--- src/hw/scmc_map.svh ---
`ifndef SCMC_MAP_SVH
`define SCMC_MAP_SVH

// register indexes, byte address is four times the index
`define SCMC_IDX_MODE0    24'h0f0110
`define SCMC_IDX_MODE1    24'h0f0112
`define SCMC_IDX_CTRL     24'h0f0114
`define SCMC_IDX_STAT     24'h0f0115
`define SCMC_IDX_IRQ_STAT 24'h0f0116
`define SCMC_IDX_IRQ_EN   24'h0f0117
`define SCMC_IDX_IRQ_CLR  24'h0f0118
`define SCMC_IDX_DATA0    24'h0fff10
`define SCMC_IDX_DATA1    24'h0fff12

// mode register layout
`define SCMC_MODE_RESET   16'h0020
`define SCMC_MODE_WMASK0  16'hc003
`define SCMC_MODE_WMASK1  16'hc143
`define SCMC_MODE_RUNMASK 16'h0001

// control register fields
`define SCMC_CTRL_UNIT_EN 0
`define SCMC_CTRL_START   1
`define SCMC_CTRL_STOP    3

// data register fields
`define SCMC_DATA_DIV_LSB 9
`define SCMC_DATA_RESET   16'h0000

// bits per transfer
`define SCMC_FRAME_BITS   4'h8

`endif

--- src/hw/scmc_pkg.sv ---
package scmc_pkg;

    typedef struct packed {
        logic       op_clk_sel;
        logic       xfer_clk_sel;
        logic [4:0] rsv_hi;
        logic       start_trig_sel;
        logic       rsv_mid;
        logic       rx_inv_sel;
        logic       one_bit;
        logic [2:0] rsv_lo;
        logic       protocol_mode_sel;
        logic       interrupt_source_sel;
    } scmc_mode_type;

    typedef enum logic [1:0] {
        ST_IDLE,
        ST_ARMED,
        ST_SHIFT
    } scmc_state_type;

endpackage

--- src/hw/scmc_top.sv ---
`timescale 1ns/10ps
`include "scmc_map.svh"
// Behaviour
// - mode register written only as 16 bits
// - mode registers reset to 0020h
// - operation clock picks shared clock a or b
// - operation clock divided by data upper bits plus one
// - transfer clock from divider or serial pin
// - transfer clock steps shift and control logic
// - start by software or receive pin edge
// - transfer waits for start bit then trigger
// - channel 0 lacks trigger and invert bits
// - invert off: falling start edge, data kept
// - invert on: rising start edge, data inverted in uart mode only
// - protocol bit selects clocked serial or uart
// - buffer empty interrupt on shift register load
// - unit clock off holds mode, data, buffer, receive data and sequence at defaults, not serial data out; ignores mode, data and start writes
module scmc_top (
    // clock, reset, enable
    input  wire logic        clk,
    input  wire logic        resetn,
    input  wire logic        ce,
    // apb slave
    input  wire logic        psel,
    input  wire logic        penable,
    input  wire logic        pwrite,
    input  wire logic [25:0] paddr,
    input  wire logic [31:0] pwdata,
    input  wire logic [3:0]  pstrb,
    output logic      [31:0] prdata,
    output logic             pready,
    output logic             pslverr,
    // shared prescaled clock ticks
    input  wire logic        shared_clock_a,
    input  wire logic        shared_clock_b,
    // serial pins
    input  wire logic [1:0]  serial_clock_pin,
    input  wire logic [1:0]  uart_receive_pin,
    output logic      [1:0]  serial_data_out,
    // interrupt
    output logic             irq
);

    logic                  rst_s1_reg;
    logic                  rst_s2_reg;
    logic                  rst_n;
    logic                  unit_en_reg;
    logic [15:0]           mode_reg [2];
    logic [15:0]           data_reg [2];
    logic [8:0]            rx_reg   [2];
    logic [1:0]            en_reg;
    logic [1:0]            buf_full_reg;
    logic [1:0]            busy;
    logic [1:0]            evt;
    logic [1:0]            irq_stat_reg;
    logic [1:0]            irq_en_reg;
    logic [31:0]           prdata_reg;
    logic [31:0]           rdata_next;
    logic                  wr;
    logic                  full16;
    logic                  hit_mode0;
    logic                  hit_mode1;
    logic                  hit_ctrl;
    logic                  hit_stat;
    logic                  hit_istat;
    logic                  hit_ien;
    logic                  hit_iclr;
    logic                  hit_data0;
    logic                  hit_data1;
    logic                  hit_any;
    logic [1:0]            start_wr;
    logic [1:0]            stop_wr;
    logic [1:0]            data_wr;

    // reset release
    always_ff @(posedge clk or negedge resetn) begin
        if (!resetn) begin
            rst_s1_reg <= 1'b0;
            rst_s2_reg <= 1'b0;
        end else begin
            rst_s1_reg <= 1'b1;
            rst_s2_reg <= rst_s1_reg;
        end
    end
    assign rst_n = rst_s2_reg;

    // address decode
    assign hit_mode0 = paddr == {`SCMC_IDX_MODE0, 2'b00};
    assign hit_mode1 = paddr == {`SCMC_IDX_MODE1, 2'b00};
    assign hit_ctrl  = paddr == {`SCMC_IDX_CTRL, 2'b00};
    assign hit_stat  = paddr == {`SCMC_IDX_STAT, 2'b00};
    assign hit_istat = paddr == {`SCMC_IDX_IRQ_STAT, 2'b00};
    assign hit_ien   = paddr == {`SCMC_IDX_IRQ_EN, 2'b00};
    assign hit_iclr  = paddr == {`SCMC_IDX_IRQ_CLR, 2'b00};
    assign hit_data0 = paddr == {`SCMC_IDX_DATA0, 2'b00};
    assign hit_data1 = paddr == {`SCMC_IDX_DATA1, 2'b00};
    assign hit_any   = hit_mode0 | hit_mode1 | hit_ctrl | hit_stat | hit_istat
                     | hit_ien | hit_iclr | hit_data0 | hit_data1;

    assign wr      = psel & penable & pwrite & ce;
    assign full16  = &pstrb[1:0];
    assign pready  = 1'b1;
    assign pslverr = psel & penable & (~hit_any | (pwrite & ~full16));

    assign start_wr = (wr & hit_ctrl & unit_en_reg & pstrb[0])
                    ? pwdata[`SCMC_CTRL_START +: 2] : 2'b00;
    assign stop_wr  = (wr & hit_ctrl & unit_en_reg & pstrb[0])
                    ? pwdata[`SCMC_CTRL_STOP +: 2] : 2'b00;
    assign data_wr  = {wr & hit_data1 & full16 & unit_en_reg,
                       wr & hit_data0 & full16 & unit_en_reg};

    // unit clock supply enable
    always_ff @(posedge clk or negedge rst_n) begin
        if (!rst_n) begin
            unit_en_reg <= 1'b0;
        end else if (ce && wr && hit_ctrl && pstrb[0]) begin
            unit_en_reg <= pwdata[`SCMC_CTRL_UNIT_EN];
        end
    end

    // interrupt status, enable and clear
    always_ff @(posedge clk or negedge rst_n) begin
        if (!rst_n) begin
            irq_stat_reg <= 2'b00;
            irq_en_reg   <= 2'b00;
        end else if (ce) begin
            if (wr && hit_ien && pstrb[0]) begin
                irq_en_reg <= pwdata[1:0];
            end
            if (wr && hit_iclr && pstrb[0]) begin
                irq_stat_reg <= (irq_stat_reg & ~pwdata[1:0]) | evt;
            end else begin
                irq_stat_reg <= irq_stat_reg | evt;
            end
        end
    end
    assign irq = |(irq_stat_reg & irq_en_reg);

    // read data
    always_comb begin
        rdata_next = 32'h0000_0000;
        if (hit_mode0) begin
            rdata_next[15:0] = mode_reg[0];
        end else if (hit_mode1) begin
            rdata_next[15:0] = mode_reg[1];
        end else if (hit_ctrl) begin
            rdata_next[0] = unit_en_reg;
        end else if (hit_stat) begin
            rdata_next[5:0] = {busy, buf_full_reg, en_reg};
        end else if (hit_istat) begin
            rdata_next[1:0] = irq_stat_reg;
        end else if (hit_ien) begin
            rdata_next[1:0] = irq_en_reg;
        end else if (hit_data0) begin
            rdata_next[15:0] = {data_reg[0][15:9], rx_reg[0]};
        end else if (hit_data1) begin
            rdata_next[15:0] = {data_reg[1][15:9], rx_reg[1]};
        end
    end

    always_ff @(posedge clk or negedge rst_n) begin
        if (!rst_n) begin
            prdata_reg <= 32'h0000_0000;
        end else if (ce && psel && !penable) begin
            prdata_reg <= rdata_next;
        end
    end
    assign prdata = prdata_reg;

    // per channel logic
    for (genvar ch = 0; ch < 2; ch++) begin : g_ch
        localparam logic [15:0] WMASK = (ch == 0) ? `SCMC_MODE_WMASK0
                                                  : `SCMC_MODE_WMASK1;
        scmc_pkg::scmc_mode_type mode;
        scmc_pkg::scmc_state_type state_reg;
        logic       mode_wr;
        logic [15:0] wmask;
        logic [6:0] div_cnt_reg;
        logic       div_tick;
        logic       op_tick;
        logic       sck_s1_reg;
        logic       sck_s2_reg;
        logic       sck_s3_reg;
        logic       rx_s1_reg;
        logic       rx_s2_reg;
        logic       rx_s3_reg;
        logic       sck_edge;
        logic       rx_edge;
        logic       rx_bit;
        logic       xfer_tick;
        logic       trigger;
        logic       load;
        logic       done;
        logic [8:0] shift_reg;
        logic [3:0] bit_cnt_reg;
        logic       empty_evt_reg;
        logic       done_evt_reg;
        logic       tx_reg;

        assign mode    = scmc_pkg::scmc_mode_type'(mode_reg[ch]);
        assign mode_wr = wr & full16 & unit_en_reg
                       & ((ch == 0) ? hit_mode0 : hit_mode1);
        assign wmask   = en_reg[ch] ? (WMASK & `SCMC_MODE_RUNMASK) : WMASK;

        // mode register
        always_ff @(posedge clk or negedge rst_n) begin
            if (!rst_n) begin
                mode_reg[ch] <= `SCMC_MODE_RESET;
            end else if (ce) begin
                if (!unit_en_reg) begin
                    mode_reg[ch] <= `SCMC_MODE_RESET;
                end else if (mode_wr) begin
                    mode_reg[ch] <= (mode_reg[ch] & ~wmask) | (pwdata[15:0] & wmask)
                                  | `SCMC_MODE_RESET;
                end
            end
        end

        // data register and buffer flag
        always_ff @(posedge clk or negedge rst_n) begin
            if (!rst_n) begin
                data_reg[ch]     <= `SCMC_DATA_RESET;
                buf_full_reg[ch] <= 1'b0;
            end else if (ce) begin
                if (!unit_en_reg) begin
                    data_reg[ch]     <= `SCMC_DATA_RESET;
                    buf_full_reg[ch] <= 1'b0;
                end else if (data_wr[ch]) begin
                    data_reg[ch]     <= pwdata[15:0];
                    buf_full_reg[ch] <= 1'b1;
                end else if (load) begin
                    buf_full_reg[ch] <= 1'b0;
                end
            end
        end

        // operation clock and divider
        assign op_tick  = mode.op_clk_sel ? shared_clock_b : shared_clock_a;
        assign div_tick = op_tick & (div_cnt_reg == data_reg[ch][15:9]);
        always_ff @(posedge clk or negedge rst_n) begin
            if (!rst_n) begin
                div_cnt_reg <= 7'h00;
            end else if (ce) begin
                if (state_reg != scmc_pkg::ST_SHIFT || div_tick) begin
                    div_cnt_reg <= 7'h00;
                end else if (op_tick) begin
                    div_cnt_reg <= div_cnt_reg + 7'h01;
                end
            end
        end

        // pin synchronisers
        always_ff @(posedge clk or negedge rst_n) begin
            if (!rst_n) begin
                sck_s1_reg <= 1'b0;
                sck_s2_reg <= 1'b0;
                sck_s3_reg <= 1'b0;
                rx_s1_reg  <= 1'b1;
                rx_s2_reg  <= 1'b1;
                rx_s3_reg  <= 1'b1;
            end else if (ce) begin
                sck_s1_reg <= serial_clock_pin[ch];
                sck_s2_reg <= sck_s1_reg;
                sck_s3_reg <= sck_s2_reg;
                rx_s1_reg  <= uart_receive_pin[ch];
                rx_s2_reg  <= rx_s1_reg;
                rx_s3_reg  <= rx_s2_reg;
            end
        end

        assign sck_edge  = sck_s2_reg & ~sck_s3_reg;
        assign xfer_tick = mode.xfer_clk_sel ? sck_edge : div_tick;
        assign rx_edge   = mode.rx_inv_sel ? (rx_s2_reg & ~rx_s3_reg)
                                           : (~rx_s2_reg & rx_s3_reg);
        assign rx_bit    = rx_s2_reg ^ (mode.protocol_mode_sel & mode.rx_inv_sel);
        assign trigger   = mode.start_trig_sel ? rx_edge : buf_full_reg[ch];
        assign load      = ce & unit_en_reg & (state_reg == scmc_pkg::ST_ARMED)
                         & trigger & ~stop_wr[ch];
        assign done      = (state_reg == scmc_pkg::ST_SHIFT) & xfer_tick
                         & (bit_cnt_reg == `SCMC_FRAME_BITS - 4'h1);

        // channel sequence
        always_ff @(posedge clk or negedge rst_n) begin
            if (!rst_n) begin
                state_reg  <= scmc_pkg::ST_IDLE;
                en_reg[ch] <= 1'b0;
            end else if (ce) begin
                if (!unit_en_reg || stop_wr[ch]) begin
                    state_reg  <= scmc_pkg::ST_IDLE;
                    en_reg[ch] <= 1'b0;
                end else begin
                    unique case (state_reg)
                        scmc_pkg::ST_IDLE: begin
                            if (start_wr[ch]) begin
                                state_reg  <= scmc_pkg::ST_ARMED;
                                en_reg[ch] <= 1'b1;
                            end
                        end
                        scmc_pkg::ST_ARMED: begin
                            if (load) begin
                                state_reg <= scmc_pkg::ST_SHIFT;
                            end
                        end
                        scmc_pkg::ST_SHIFT: begin
                            if (done) begin
                                state_reg <= scmc_pkg::ST_ARMED;
                            end
                        end
                    endcase
                end
            end
        end

        // shift register and bit count
        always_ff @(posedge clk or negedge rst_n) begin
            if (!rst_n) begin
                shift_reg    <= 9'h000;
                bit_cnt_reg  <= 4'h0;
                tx_reg       <= 1'b1;
                rx_reg[ch]   <= 9'h000;
            end else if (ce) begin
                if (!unit_en_reg) begin
                    rx_reg[ch] <= 9'h000;
                end else if (load) begin
                    shift_reg   <= buf_full_reg[ch] ? data_reg[ch][8:0] : 9'h000;
                    bit_cnt_reg <= 4'h0;
                end else if (state_reg == scmc_pkg::ST_SHIFT && xfer_tick) begin
                    tx_reg      <= shift_reg[7];
                    shift_reg   <= {1'b0, shift_reg[6:0], rx_bit};
                    bit_cnt_reg <= bit_cnt_reg + 4'h1;
                    if (done) begin
                        rx_reg[ch] <= {1'b0, shift_reg[6:0], rx_bit};
                    end
                end
            end
        end

        // interrupt events
        always_ff @(posedge clk or negedge rst_n) begin
            if (!rst_n) begin
                empty_evt_reg <= 1'b0;
                done_evt_reg  <= 1'b0;
            end else if (ce) begin
                empty_evt_reg <= load & buf_full_reg[ch] & mode.interrupt_source_sel;
                done_evt_reg  <= done & ~mode.interrupt_source_sel;
            end
        end

        assign evt[ch]             = empty_evt_reg | done_evt_reg;
        assign busy[ch]            = state_reg == scmc_pkg::ST_SHIFT;
        assign serial_data_out[ch] = tx_reg;
    end

endmodule

--- config.mk ---
export PLATFORM = sky130hd
export DESIGN_NAME = scmc_top
export DESIGN_NICKNAME = d
export VERILOG_FILES = /design/src/hw/scmc_pkg.sv /design/src/hw/scmc_top.sv
export VERILOG_INCLUDE_DIRS = /design/src /design/src/hw
export SDC_FILE = /design/constraint.sdc
export NUM_CORES = 1
export LEC_CHECK = 0
export BUFFER_PORTS_ARGS = -buffer_cell sky130_fd_sc_hd__buf_2
export CAP_MARGIN = 20
export CORE_ASPECT_RATIO = 1.1
export CORE_MARGIN = 2
export CORE_UTILIZATION = 57
export DETAILED_ROUTE_END_ITERATION = 12
export HOLD_SLACK_MARGIN = 0.02
export PLACE_DENSITY = 0.89
export REMOVE_ABC_BUFFERS = 1
export SETUP_SLACK_MARGIN = 0.05
export SLEW_MARGIN = 20
export SYNTH_ARGS = -nofsm -noshare
export SYNTH_HDL_FRONTEND = slang
export SYNTH_SLANG_ARGS = --single-unit
--- constraint.sdc ---
create_clock -name clk -period 6 [get_ports clk]
set_input_delay 1.2 -clock clk [delete_from_list [all_inputs] [get_ports clk]]
set_output_delay 1.2 -clock clk [all_outputs]
set_load 0.005 [all_outputs]
=== Yosys cells after proc, flatten, opt, wreduce, memory -nomap -nowiden ===
Cells that the tools add are included.

* Register bits: 169
* Latch bits: 0
* RAM bits: 0
* ROM bits: 0
* Input bits: 74
* Output and inout port bits: 37
* Word-level logic and storage cells: 293
* Memories kept: 0

* $add $sub $neg: 4
* Multiply operators: 0
* Divide/modulo/power cells: 0
* Order comparisons: 0
* Equal/unequal tests: 37
* Shift operators: 0
* Mux-type cells: 77
* Bitwise gates (word level): 85
* Reductions and logical operators: 48

{| class="wikitable"
|+ Operator list
! kind !! number
|-
| equality test 26 x 22 -> 1 bit (second input constant) || 9
|-
| 2-to-1 mux 16 bit || 14
|-
| 2-to-1 mux 9 bit || 8
|-
| AND 16 bit || 4
|-
| 2-to-1 mux 8 bit || 6
|-
| AND 1 bit || 45
|-
| NOT 16 bit || 2
|-
| bitwise OR 16 bit || 2
|-
| 2-to-1 mux 14 bit || 2
|-
| 2-to-1 mux 7 bit || 4
|-
| 2-to-1 mux 2 bit || 13
|-
| AND reduction 4 bit || 6
|-
| 2-to-1 mux 1 bit || 21
|-
| AND reduction 2 bit || 10
|-
| 2-to-1 mux 4 bit || 4
|-
| inequality test 2 x 1 -> 1 bit (second input constant) || 8
|-
| nonzero test 2 bit || 8
|-
| 2-to-1 mux 15 bit || 1
|-
| adder 7 x 1 -> 7 bit (second input constant) || 2
|-
| equality test 7 bit || 2
|-
| NOT 1 bit || 14
|-
| inequality test 3 x 1 -> 1 bit (second input constant) || 4
|-
| one-hot mux 2 bit (3 select lines) || 2
|-
| AND reduction 3 bit || 4
|-
| other kinds (19) || 56
|}

=== Depth between registers and ports, before layout ===
Gate-level depths: netlist of run 1.

* Depth after elaboration: 12
* Mapped depth: 9
* Depth with buffers taken out: 6

=== Least setup slack after synthesis of run 1 ===
Ideal clock, no wire load.

* Kind: input to output
* Start: input paddr[9]
* End: output pslverr
* Data arrival time: 2.719 ns
* Required time: 4.800 ns
* Path slack: 2.081 ns
* Cell stages on the path: 7
* Path through: or3b_1 > nor4_1 > and2_1 > clkbuf_1 > nand2_1 > o21ai_0 > a21oi_1

* Cells in the longest elaborated chain, start to end: 12

{| class="wikitable"
|+ RTL lines
! what !! RTL line !! RTL
|-
| start, declared || scmc_top.sv:27 || <nowiki>input wire logic [25:0] paddr,</nowiki>
|-
| equality test 26 x 22 -> 1 bit (on tied branches) || scmc_top.sv:88, scmc_top.sv:89 ||
|-
| bitwise OR 1 bit (4 in series) || scmc_top.sv:97 || <nowiki>assign hit_any = hit_mode0 | hit_mode1 | hit_ctrl | hit_stat | hit_istat</nowiki>
|-
| bitwise OR 1 bit (3 in series) || scmc_top.sv:98 || <nowiki>| hit_ien | hit_iclr | hit_data0 | hit_data1;</nowiki>
|-
| bitwise OR 1 bit * || scmc_top.sv:98 ||
|-
| NOT 1 bit * || scmc_top.sv:103 || <nowiki>assign pslverr = psel & penable & (~hit_any | (pwrite & ~full16));</nowiki>
|-
| bitwise OR 1 bit * || scmc_top.sv:103 ||
|-
| AND 1 bit * || scmc_top.sv:103 ||
|-
| end, declared || scmc_top.sv:32 || <nowiki>output logic pslverr,</nowiki>
|}

Every way passes the cells marked *; elsewhere a longest branch is shown, timed or not.

=== Final worst setup path of run 1 ===
Ends and elaborated chain as after synthesis.

==> results of run 1 <==
==> power groups by stage <==
stage	logic [mW]	registers (mW)	clock network, mW
after floorplan	0.220	1.15	0
after global placement	0.304	1.16	0
after detailed placement	0.322	1.17	0
after CTS	0.325	1.16	1.16
after global routing	0.361	1.17	1.21
final	0.328	1.16	1.16
==> final timing paths <==
check	end	startpoint	depth (start not counted)	slack, ns
setup reg to reg	g_ch[1].bit_cnt_reg[0]$_DFFE_PN0P_	g_ch[1].rx_s3_reg$_DFFE_PN1P_	7	3.21
setup / recovery	pslverr	paddr[9]	7	1.47
hold / removal	rst_n$_DFF_PN0_	rst_s1_reg$_DFF_PN0_	0	0.35
hold reg to reg	rst_n$_DFF_PN0_	rst_s1_reg$_DFF_PN0_	0	0.35
max in group asynchronous	g_ch[1].mode[0]$_DFFE_PN0P_	rst_n$_DFF_PN0_	1	4.42
min in group asynchronous	data_reg[11]$_DFFE_PN0P_	rst_n$_DFF_PN0_	0	0.40
==> metal layers <==
metal,vias up,part of all wire,GRT usage
li1,2579,-,-
met3,47,0.089,0.0625
met4,0,0.034,0.140
met2,321,0.47,0.469
met1,2864,0.40,0.399
met5,-,0,0
==> Yosys cell counts (all sizes together) (3+ instances only) <==
master / count / area, µm²
or3: 9 / 56.3
a22oi: 15 / 113
xnor2: 9 / 78.8
nand2: 64 / 240
xor2: 12 / 105
o2bb2ai: 7 / 61.3
nor2b: 4 / 25.0
nand3: 23 / 115
o21ai: 51 / 255
nor4: 11 / 90.1
o21a: 9 / 67.6
mux2i: 17 / 170
nand2b: 4 / 25.0
or3b: 3 / 26.3
dfrtp: 135 / 3380
clkbuf: 17 / 63.8
ha: 4 / 50.1
nor3: 14 / 81.3
or4: 5 / 45.0
nor2: 27 / 101
nand4: 10 / 62.6
a21o: 4 / 30.0
a21oi: 18 / 90.1
o22a: 8 / 70.1
dfstp: 7 / 184
buf: 30 / 206
nand3b: 7 / 52.6
and2: 4 / 25.0
inv: 12 / 45.0
a31oi: 3 / 18.8
o31ai: 5 / 37.5
a22o: 55 / 482
mux2: 18 / 203
o211ai: 3 / 22.5
==> cell families (layout without fill, tap and decap cells) <==
logic type / Yosys count / in the layout
other: 2 / 18
DFF: 142 / 142
AOI/OAI and AO/OA: 199 / 199
adders and majority gates: 4 / 4
muxes: 35 / 35
xor gates and xnor gates: 21 / 21
and+or+nand+nor: 197 / 197
buffers and inverters: 59 / 126
==> placed cells by master, fill, tap and decap left out, types with 10 or more instances in the layout <==
cell       instances
dfrtp_1          134
buf_2             75
nand2_1           64
a22o_1            55
o21ai_0           49
nor2_1            27
nand3_1           23
a21oi_1           18
mux2_2            18
conb_1            18
mux2i_1           17
clkbuf_16         17
a22oi_1           15
nor3_1            13
inv_1             12
xor2_1            12
nand4_1           10
==> stage by stage <==
stage                     hold slack (ns)  cells  total power [mW]  worst slack [ns]
final                               0.351    896              2.65              1.47
after detailed placement            0.343    864              1.49              1.52
after CTS                           0.354    896              2.65              1.52
after global routing                0.355    896              2.74              1.24
after global placement              0.338    864              1.47              1.63
after floorplan                     0.331    628              1.37              1.76
==> worst reg2reg max path: stages (launching register included) <==
cell	delay, ns
dfstp_2	0.54
or3b_2	0.44
a311oi_1	0.49
inv_1	0.11
a211oi_2	0.53
buf_4	0.31
nand3b_1	0.13
o21ai_0	0.11
==> cell type report <==
class / instances / area [µm²]
tap: 154 / 193
multi-input combinational: 474 / 3160
fill: 898 / 3930
clock buffer: 21 / 460
clock inverter: 11 / 190
inverter: 12 / 45.0
sequential: 142 / 3570
timing repair buffer: 82 / 432
==> results.py, run 1 <==
metrics = {
    "logic_synthesis": {
        "synth_warnings": 0,
        "synth-seq-area-share": 0.511,
        "synthAdderAreaFrac": 0.00717,
        "synthMuxAreaShare": 0.0534,
        "synth_simple_gate_area_share": 0.152,
        "synth-compound-area-share": 0.205,
        "synthArstFlopShare": 1.00,
        "synth_area_um2": 6980,
        "synth_edf_count": 0,
        "synth_ff_type": "dfrtp_1",
        "synth_top_family_by_area": "compound AO/OA/AOI/OAI gates",
        "syn_inst": 659,
        "ys_types": 70,
        "syn_area_per_cell_um2": 10.6,
        "synth_xor_area_frac": 0.0264,
        "ys_ff_latch": 142,
    },
    "pwr": {
        "peakVddDrop_uv": 145,
        "p_switching_mw": 0.680,
        "cellPowerDensity_nw_per_um2": 329,
        "switching_share": 0.257,
        "p_int_mw": 1.97,
        "seqPwrFrac": 0.439,
        "pwr-share-comb": 0.124,
        "p_leak_nw": 3.69,
        "clkPwrFrac": 0.437,
    },
    "global_routing": {
        "grt_pass1_wl_um": 30000,
        "overflow": 0,
        "antenna_found_initial": 0,
        "grt_max_degree": 84,
        "grt_usage": 0.300,
        "grt_pass1_vias": 5718,
    },
    "layout": {
        "finalInstanceArea_um2": 8050,
        "drive_gt1_frac": 0.204,
        "largest_reg_flops": 30,
        "final_nets": 807,
        "num_antenna_cells": 0,
        "syn_to_final_growth_pct": 15.4,
        "final_util": 0.672,
    },
    "clock_tree": {
        "cts_root_buf": "clkbuf_16",
        "cts_sinks": 142,
        "cts_hold_buf": 0,
        "cts.path.max_buffers": 2,
        "tritoncts.num_buffers": 17,
        "cts_max_level": 4,
        "ctsResizeCount": 0,
        "clock_latency_ns": 0.42,
        "tritoncts": "yes",
        "path_clk_slew_ns": 0.05,
        "cts_setup_buffers": 0,
    },
    "floorplan": {
        "initial_utilization": 0.582,
        "die_height_um": 120,
        "die_x_um": 109,
        "dieArea_um2": 13100,
        "ioPinCount": 111,
        "core_um2": 12000,
        "rows": 42,
    },
    "flow_run": {
        "cap_violations": 0,
    },
    "worst_setup_path": {
        "worstSetupPathType": "input pin to output pin",
        "cp_max_fo": 12,
        "critPathBufInv": 2,
        "crit_chain": "buf_2 > or3b_1 > nor4_1 > nand2_1 > o21ai_0 > a21oi_1 > buf_2",
        "cp-end-kind": "output pin",
        "crit_path_start_kind": "input pin",
        "cpPeakStageDelay_ns": 0.60,
        "worstPathRequired_ns": 4.80,
        "cp_top_family": "simple AND/OR/NAND/NOR gates",
        "crit_top_cell": "buf_2",
        "cp.arrival_ns": 3.33,
        "crit_path_top_delay_cell": "nor4_1",
    },
    "placement": {
        "gp_congestion": 0.927,
        "port_buffers": 75,
        "dpl.hpwl_um": 13100,
        "dpl_cell_area_um2": 7400,
    },
    "route": {
        "vias": 5811,
        "drt_wl_total_um": 18800,
        "post_drt_wl_per_cell_um": 21.0,
        "drtIter0Drc": 595,
        "drtAntennaViolNets": 0,
        "via_per_inst": 6.49,
        "dr.pass1.iters": 5,
        "detail_route.drc_violations": 0,
    },
    "hold_path": {
        "hp-class": "flip-flop to flip-flop",
    },
    "timing": {
        "fin_worst_skew_ns": 0.0125,
        "slew_headroom": 0.275,
        "min_period_over_period": 0.755,
        "finalSetupViolCount": 0,
        "max_freq_mhz": 221,
        "slew_viol_final": 0,
        "grt_setup_unrepaired": "no",
        "finalHoldViolations": 0,
        "worstMarginPinSlew_ns": 1.08,
        "period_needed_ns": 4.53,
        "tns_ns": 0,
    },
    "run_status": {
        "status": "complete, no violations",
    },
}
Note: power is estimated with default switching activity, not from simulation.
==> inputs of run 2 (changes only) <==
Settings changed: CORE_UTILIZATION 57 to 51, PLACE_DENSITY 0.89 to 0.85.
Clock period 6 ns to 3.8 ns, I/O delays scaled along.
==> run 2 against run 1 <==
  * Combinational power is 62% higher
  * Critical path type unchanged
  * Cell count increased by 4.7%
  * Critical endpoint unchanged
  * Wire length grew 2.2%
  * Count of clock-buffer cells in the layout decreased by 1
  * Global-route usage down 2.4 points
  * Largest power group unchanged
  * Design area is 1.1% higher
  * Sequential cell count stayed put
  * Register-to-register slack lost 2.1 ns
  * Total power is 54% higher
  * Critical path depth rose by 1
  * Non-clock buffer count increased by 12
==> results.py, run 2 (same netlist as run 1, synthesis figures left out) <==
metrics = {
    "worst_setup_path": {
        "crit_top_cell": "buf_2",
        "r2r_start": "g_ch[1].div_cnt_reg[3]$_DFFE_PN0P_",
        "cp-end-kind": "output pin",
        "cp_top_family": "simple AND/OR/NAND/NOR gates",
        "crit_chain": "buf_2 > or3b_2 > and4bb_2 > or2b_1 > nand2_1 > o21ai_0 > a21oi_1 > buf_2",
        "crit_path_top_delay_cell": "or3b_2",
        "cp.arrival_ns": 2.58,
        "crit_path_start_kind": "input pin",
        "worstSetupPathType": "input pin to output pin",
        "critPathBufInv": 2,
        "crit_start": "paddr[4]",
        "worstPathRequired_ns": 3.04,
        "cpPeakStageDelay_ns": 0.52,
        "cp_max_fo": 13,
    },
    "hold_path": {
        "hp-class": "input pin to async pin",
    },
    "route": {
        "post_drt_wl_per_cell_um": 20.5,
        "via_per_inst": 6.25,
        "dr.pass1.iters": 7,
        "drtIter0Drc": 672,
        "detail_route.drc_violations": 0,
        "drtAntennaViolNets": 0,
        "vias": 5864,
        "drt_wl_total_um": 19200,
    },
    "layout": {
        "drive_gt1_frac": 0.215,
        "final_common_cell": "dfrtp_1",
        "final_nets": 819,
        "largest_reg_flops": 30,
        "final_util": 0.613,
        "num_antenna_cells": 0,
        "syn_to_final_growth_pct": 16.6,
        "layout_common_cells": "dfrtp_1 (134), buf_2 (75), nand2_1 (64), a22o_1 (55), o21ai_0 (49)",
        "fin_cells": 938,
    },
    "clock_tree": {
        "cts.path.max_buffers": 2,
        "cts_setup_buffers": 0,
        "cts_hold_buf": 0,
        "clock_latency_ns": 0.43,
        "cts_sinks": 142,
        "ctsResizeCount": 0,
        "tritoncts": "yes",
        "cts_max_level": 4,
        "cts_root_buf": "clkbuf_16",
        "path_clk_slew_ns": 0.05,
        "tritoncts.num_buffers": 17,
    },
    "floorplan": {
        "core_um2": 13300,
        "ioPinCount": 111,
        "die_x_um": 116,
        "rows": 44,
        "dieArea_um2": 14600,
        "die_height_um": 127,
        "initial_utilization": 0.526,
    },
    "global_routing": {
        "grt_usage": 0.276,
        "overflow": 0,
        "grt_pass1_wl_um": 30800,
        "grt_max_degree": 42,
        "grt_pass1_vias": 5966,
        "antenna_found_initial": 0,
    },
    "timing": {
        "finalSetupViolCount": 0,
        "slew_viol_final": 0,
        "tns_ns": 0,
        "grt_setup_unrepaired": "no",
        "finalHoldViolations": 0,
        "period_needed_ns": 3.34,
        "min_period_over_period": 0.880,
        "fin_worst_skew_ns": 0.00890,
        "max_freq_mhz": 299,
        "worstMarginPinSlew_ns": 0.833,
        "slew_headroom": 0.443,
        "fin_ws_ns": 0.457,
    },
    "pwr": {
        "power_mw": 4.08,
        "p_leak_nw": 3.71,
        "peakVddDrop_uv": 310,
        "cellPowerDensity_nw_per_um2": 501,
    },
    "placement": {
        "port_buffers": 75,
        "dpl.hpwl_um": 13500,
        "gp_congestion": 0.893,
        "dpl.cell_count": 906,
        "post-place-ws_ns": 0.474,
    },
    "flow_run": {
        "cap_violations": 0,
    },
    "run_status": {
        "status": "complete, no violations",
    },
}
## run 2: cell count changes in the layout (fill, tap and decap cells not counted)
cell        previous run  this run
clkinv_2               3         4
buf_6                  1         0
buf_4                  6        19
clkinv_4               2         0
a211oi_2               1         0
bufinv_16              5         4
a211oi_4               0         1
clkinvlp_4             1         4
clkbuf_8               2         0
clkbuf_1               2         3
## run 2: worst reg2reg max path: stages (launching register included)
cell	delay (ns)
dfrtp_1	0.44
xnor2_1	0.19
nand4_1	0.32
nor4_1	0.57
nor2_1	0.08
buf_4	0.22
nor3_1	0.61
a22o_1	0.23
## run 2: per-layer routing
| layer | wire [µm] | track usage |
|---|---|---|
| met5 | 0 | 0 |
| met4 | 857 | 0.147 |
| met3 | 1790 | 0.0712 |
| met2 | 9370 | 0.451 |
| met1 | 7170 | 0.334 |
## run 2: cell type report
cell class                 instances  area [µm²]
inverter                          12        45.0
clock buffer                      20         437
multi-input combinational        474        3170
clock inverter                    12         170
sequential                       142        3570
timing repair buffer              94         518
fill                            1026        5130
tap                              184         230
## run 2: path summary, 6_finish.rpt
path                                          endpoint  slack (ns)  cells past startpoint
max in group asynchronous     data_reg[25]$_DFFE_PN0P_        2.61                      1
max reg2reg                      rx_reg[6]$_DFFE_PN0P_        1.10                      7
max                                            pslverr        0.46                      8
min in group clk                       rst_n$_DFF_PN0_        0.36                      0
min reg2reg                buf_full_reg[1]$_DFFE_PN0P_        0.30                      0
min                                    rst_n$_DFF_PN0_        0.11                      1
## run 2: metrics by stage
| stage | area [µm²] | hold WS (ns) |
|---|---|---|
| after global routing | 8140 | 0.103 |
| final | 8140 | 0.113 |
| after CTS | 8130 | 0.108 |
| after floorplan | 6770 | 0.331 |
| after global placement | 7520 | 0.305 |
| after detailed placement | 7520 | 0.315 |
## run 2: where the power goes
part	leakage, nW	total (mW)	switching [mW]	internal [mW]
sequential	1.88	1.83	0.154	1.67
clock	0.286	1.72	0.630	1.09
combinational	1.55	0.530	0.295	0.235
total	3.71	4.08	1.08	3.00
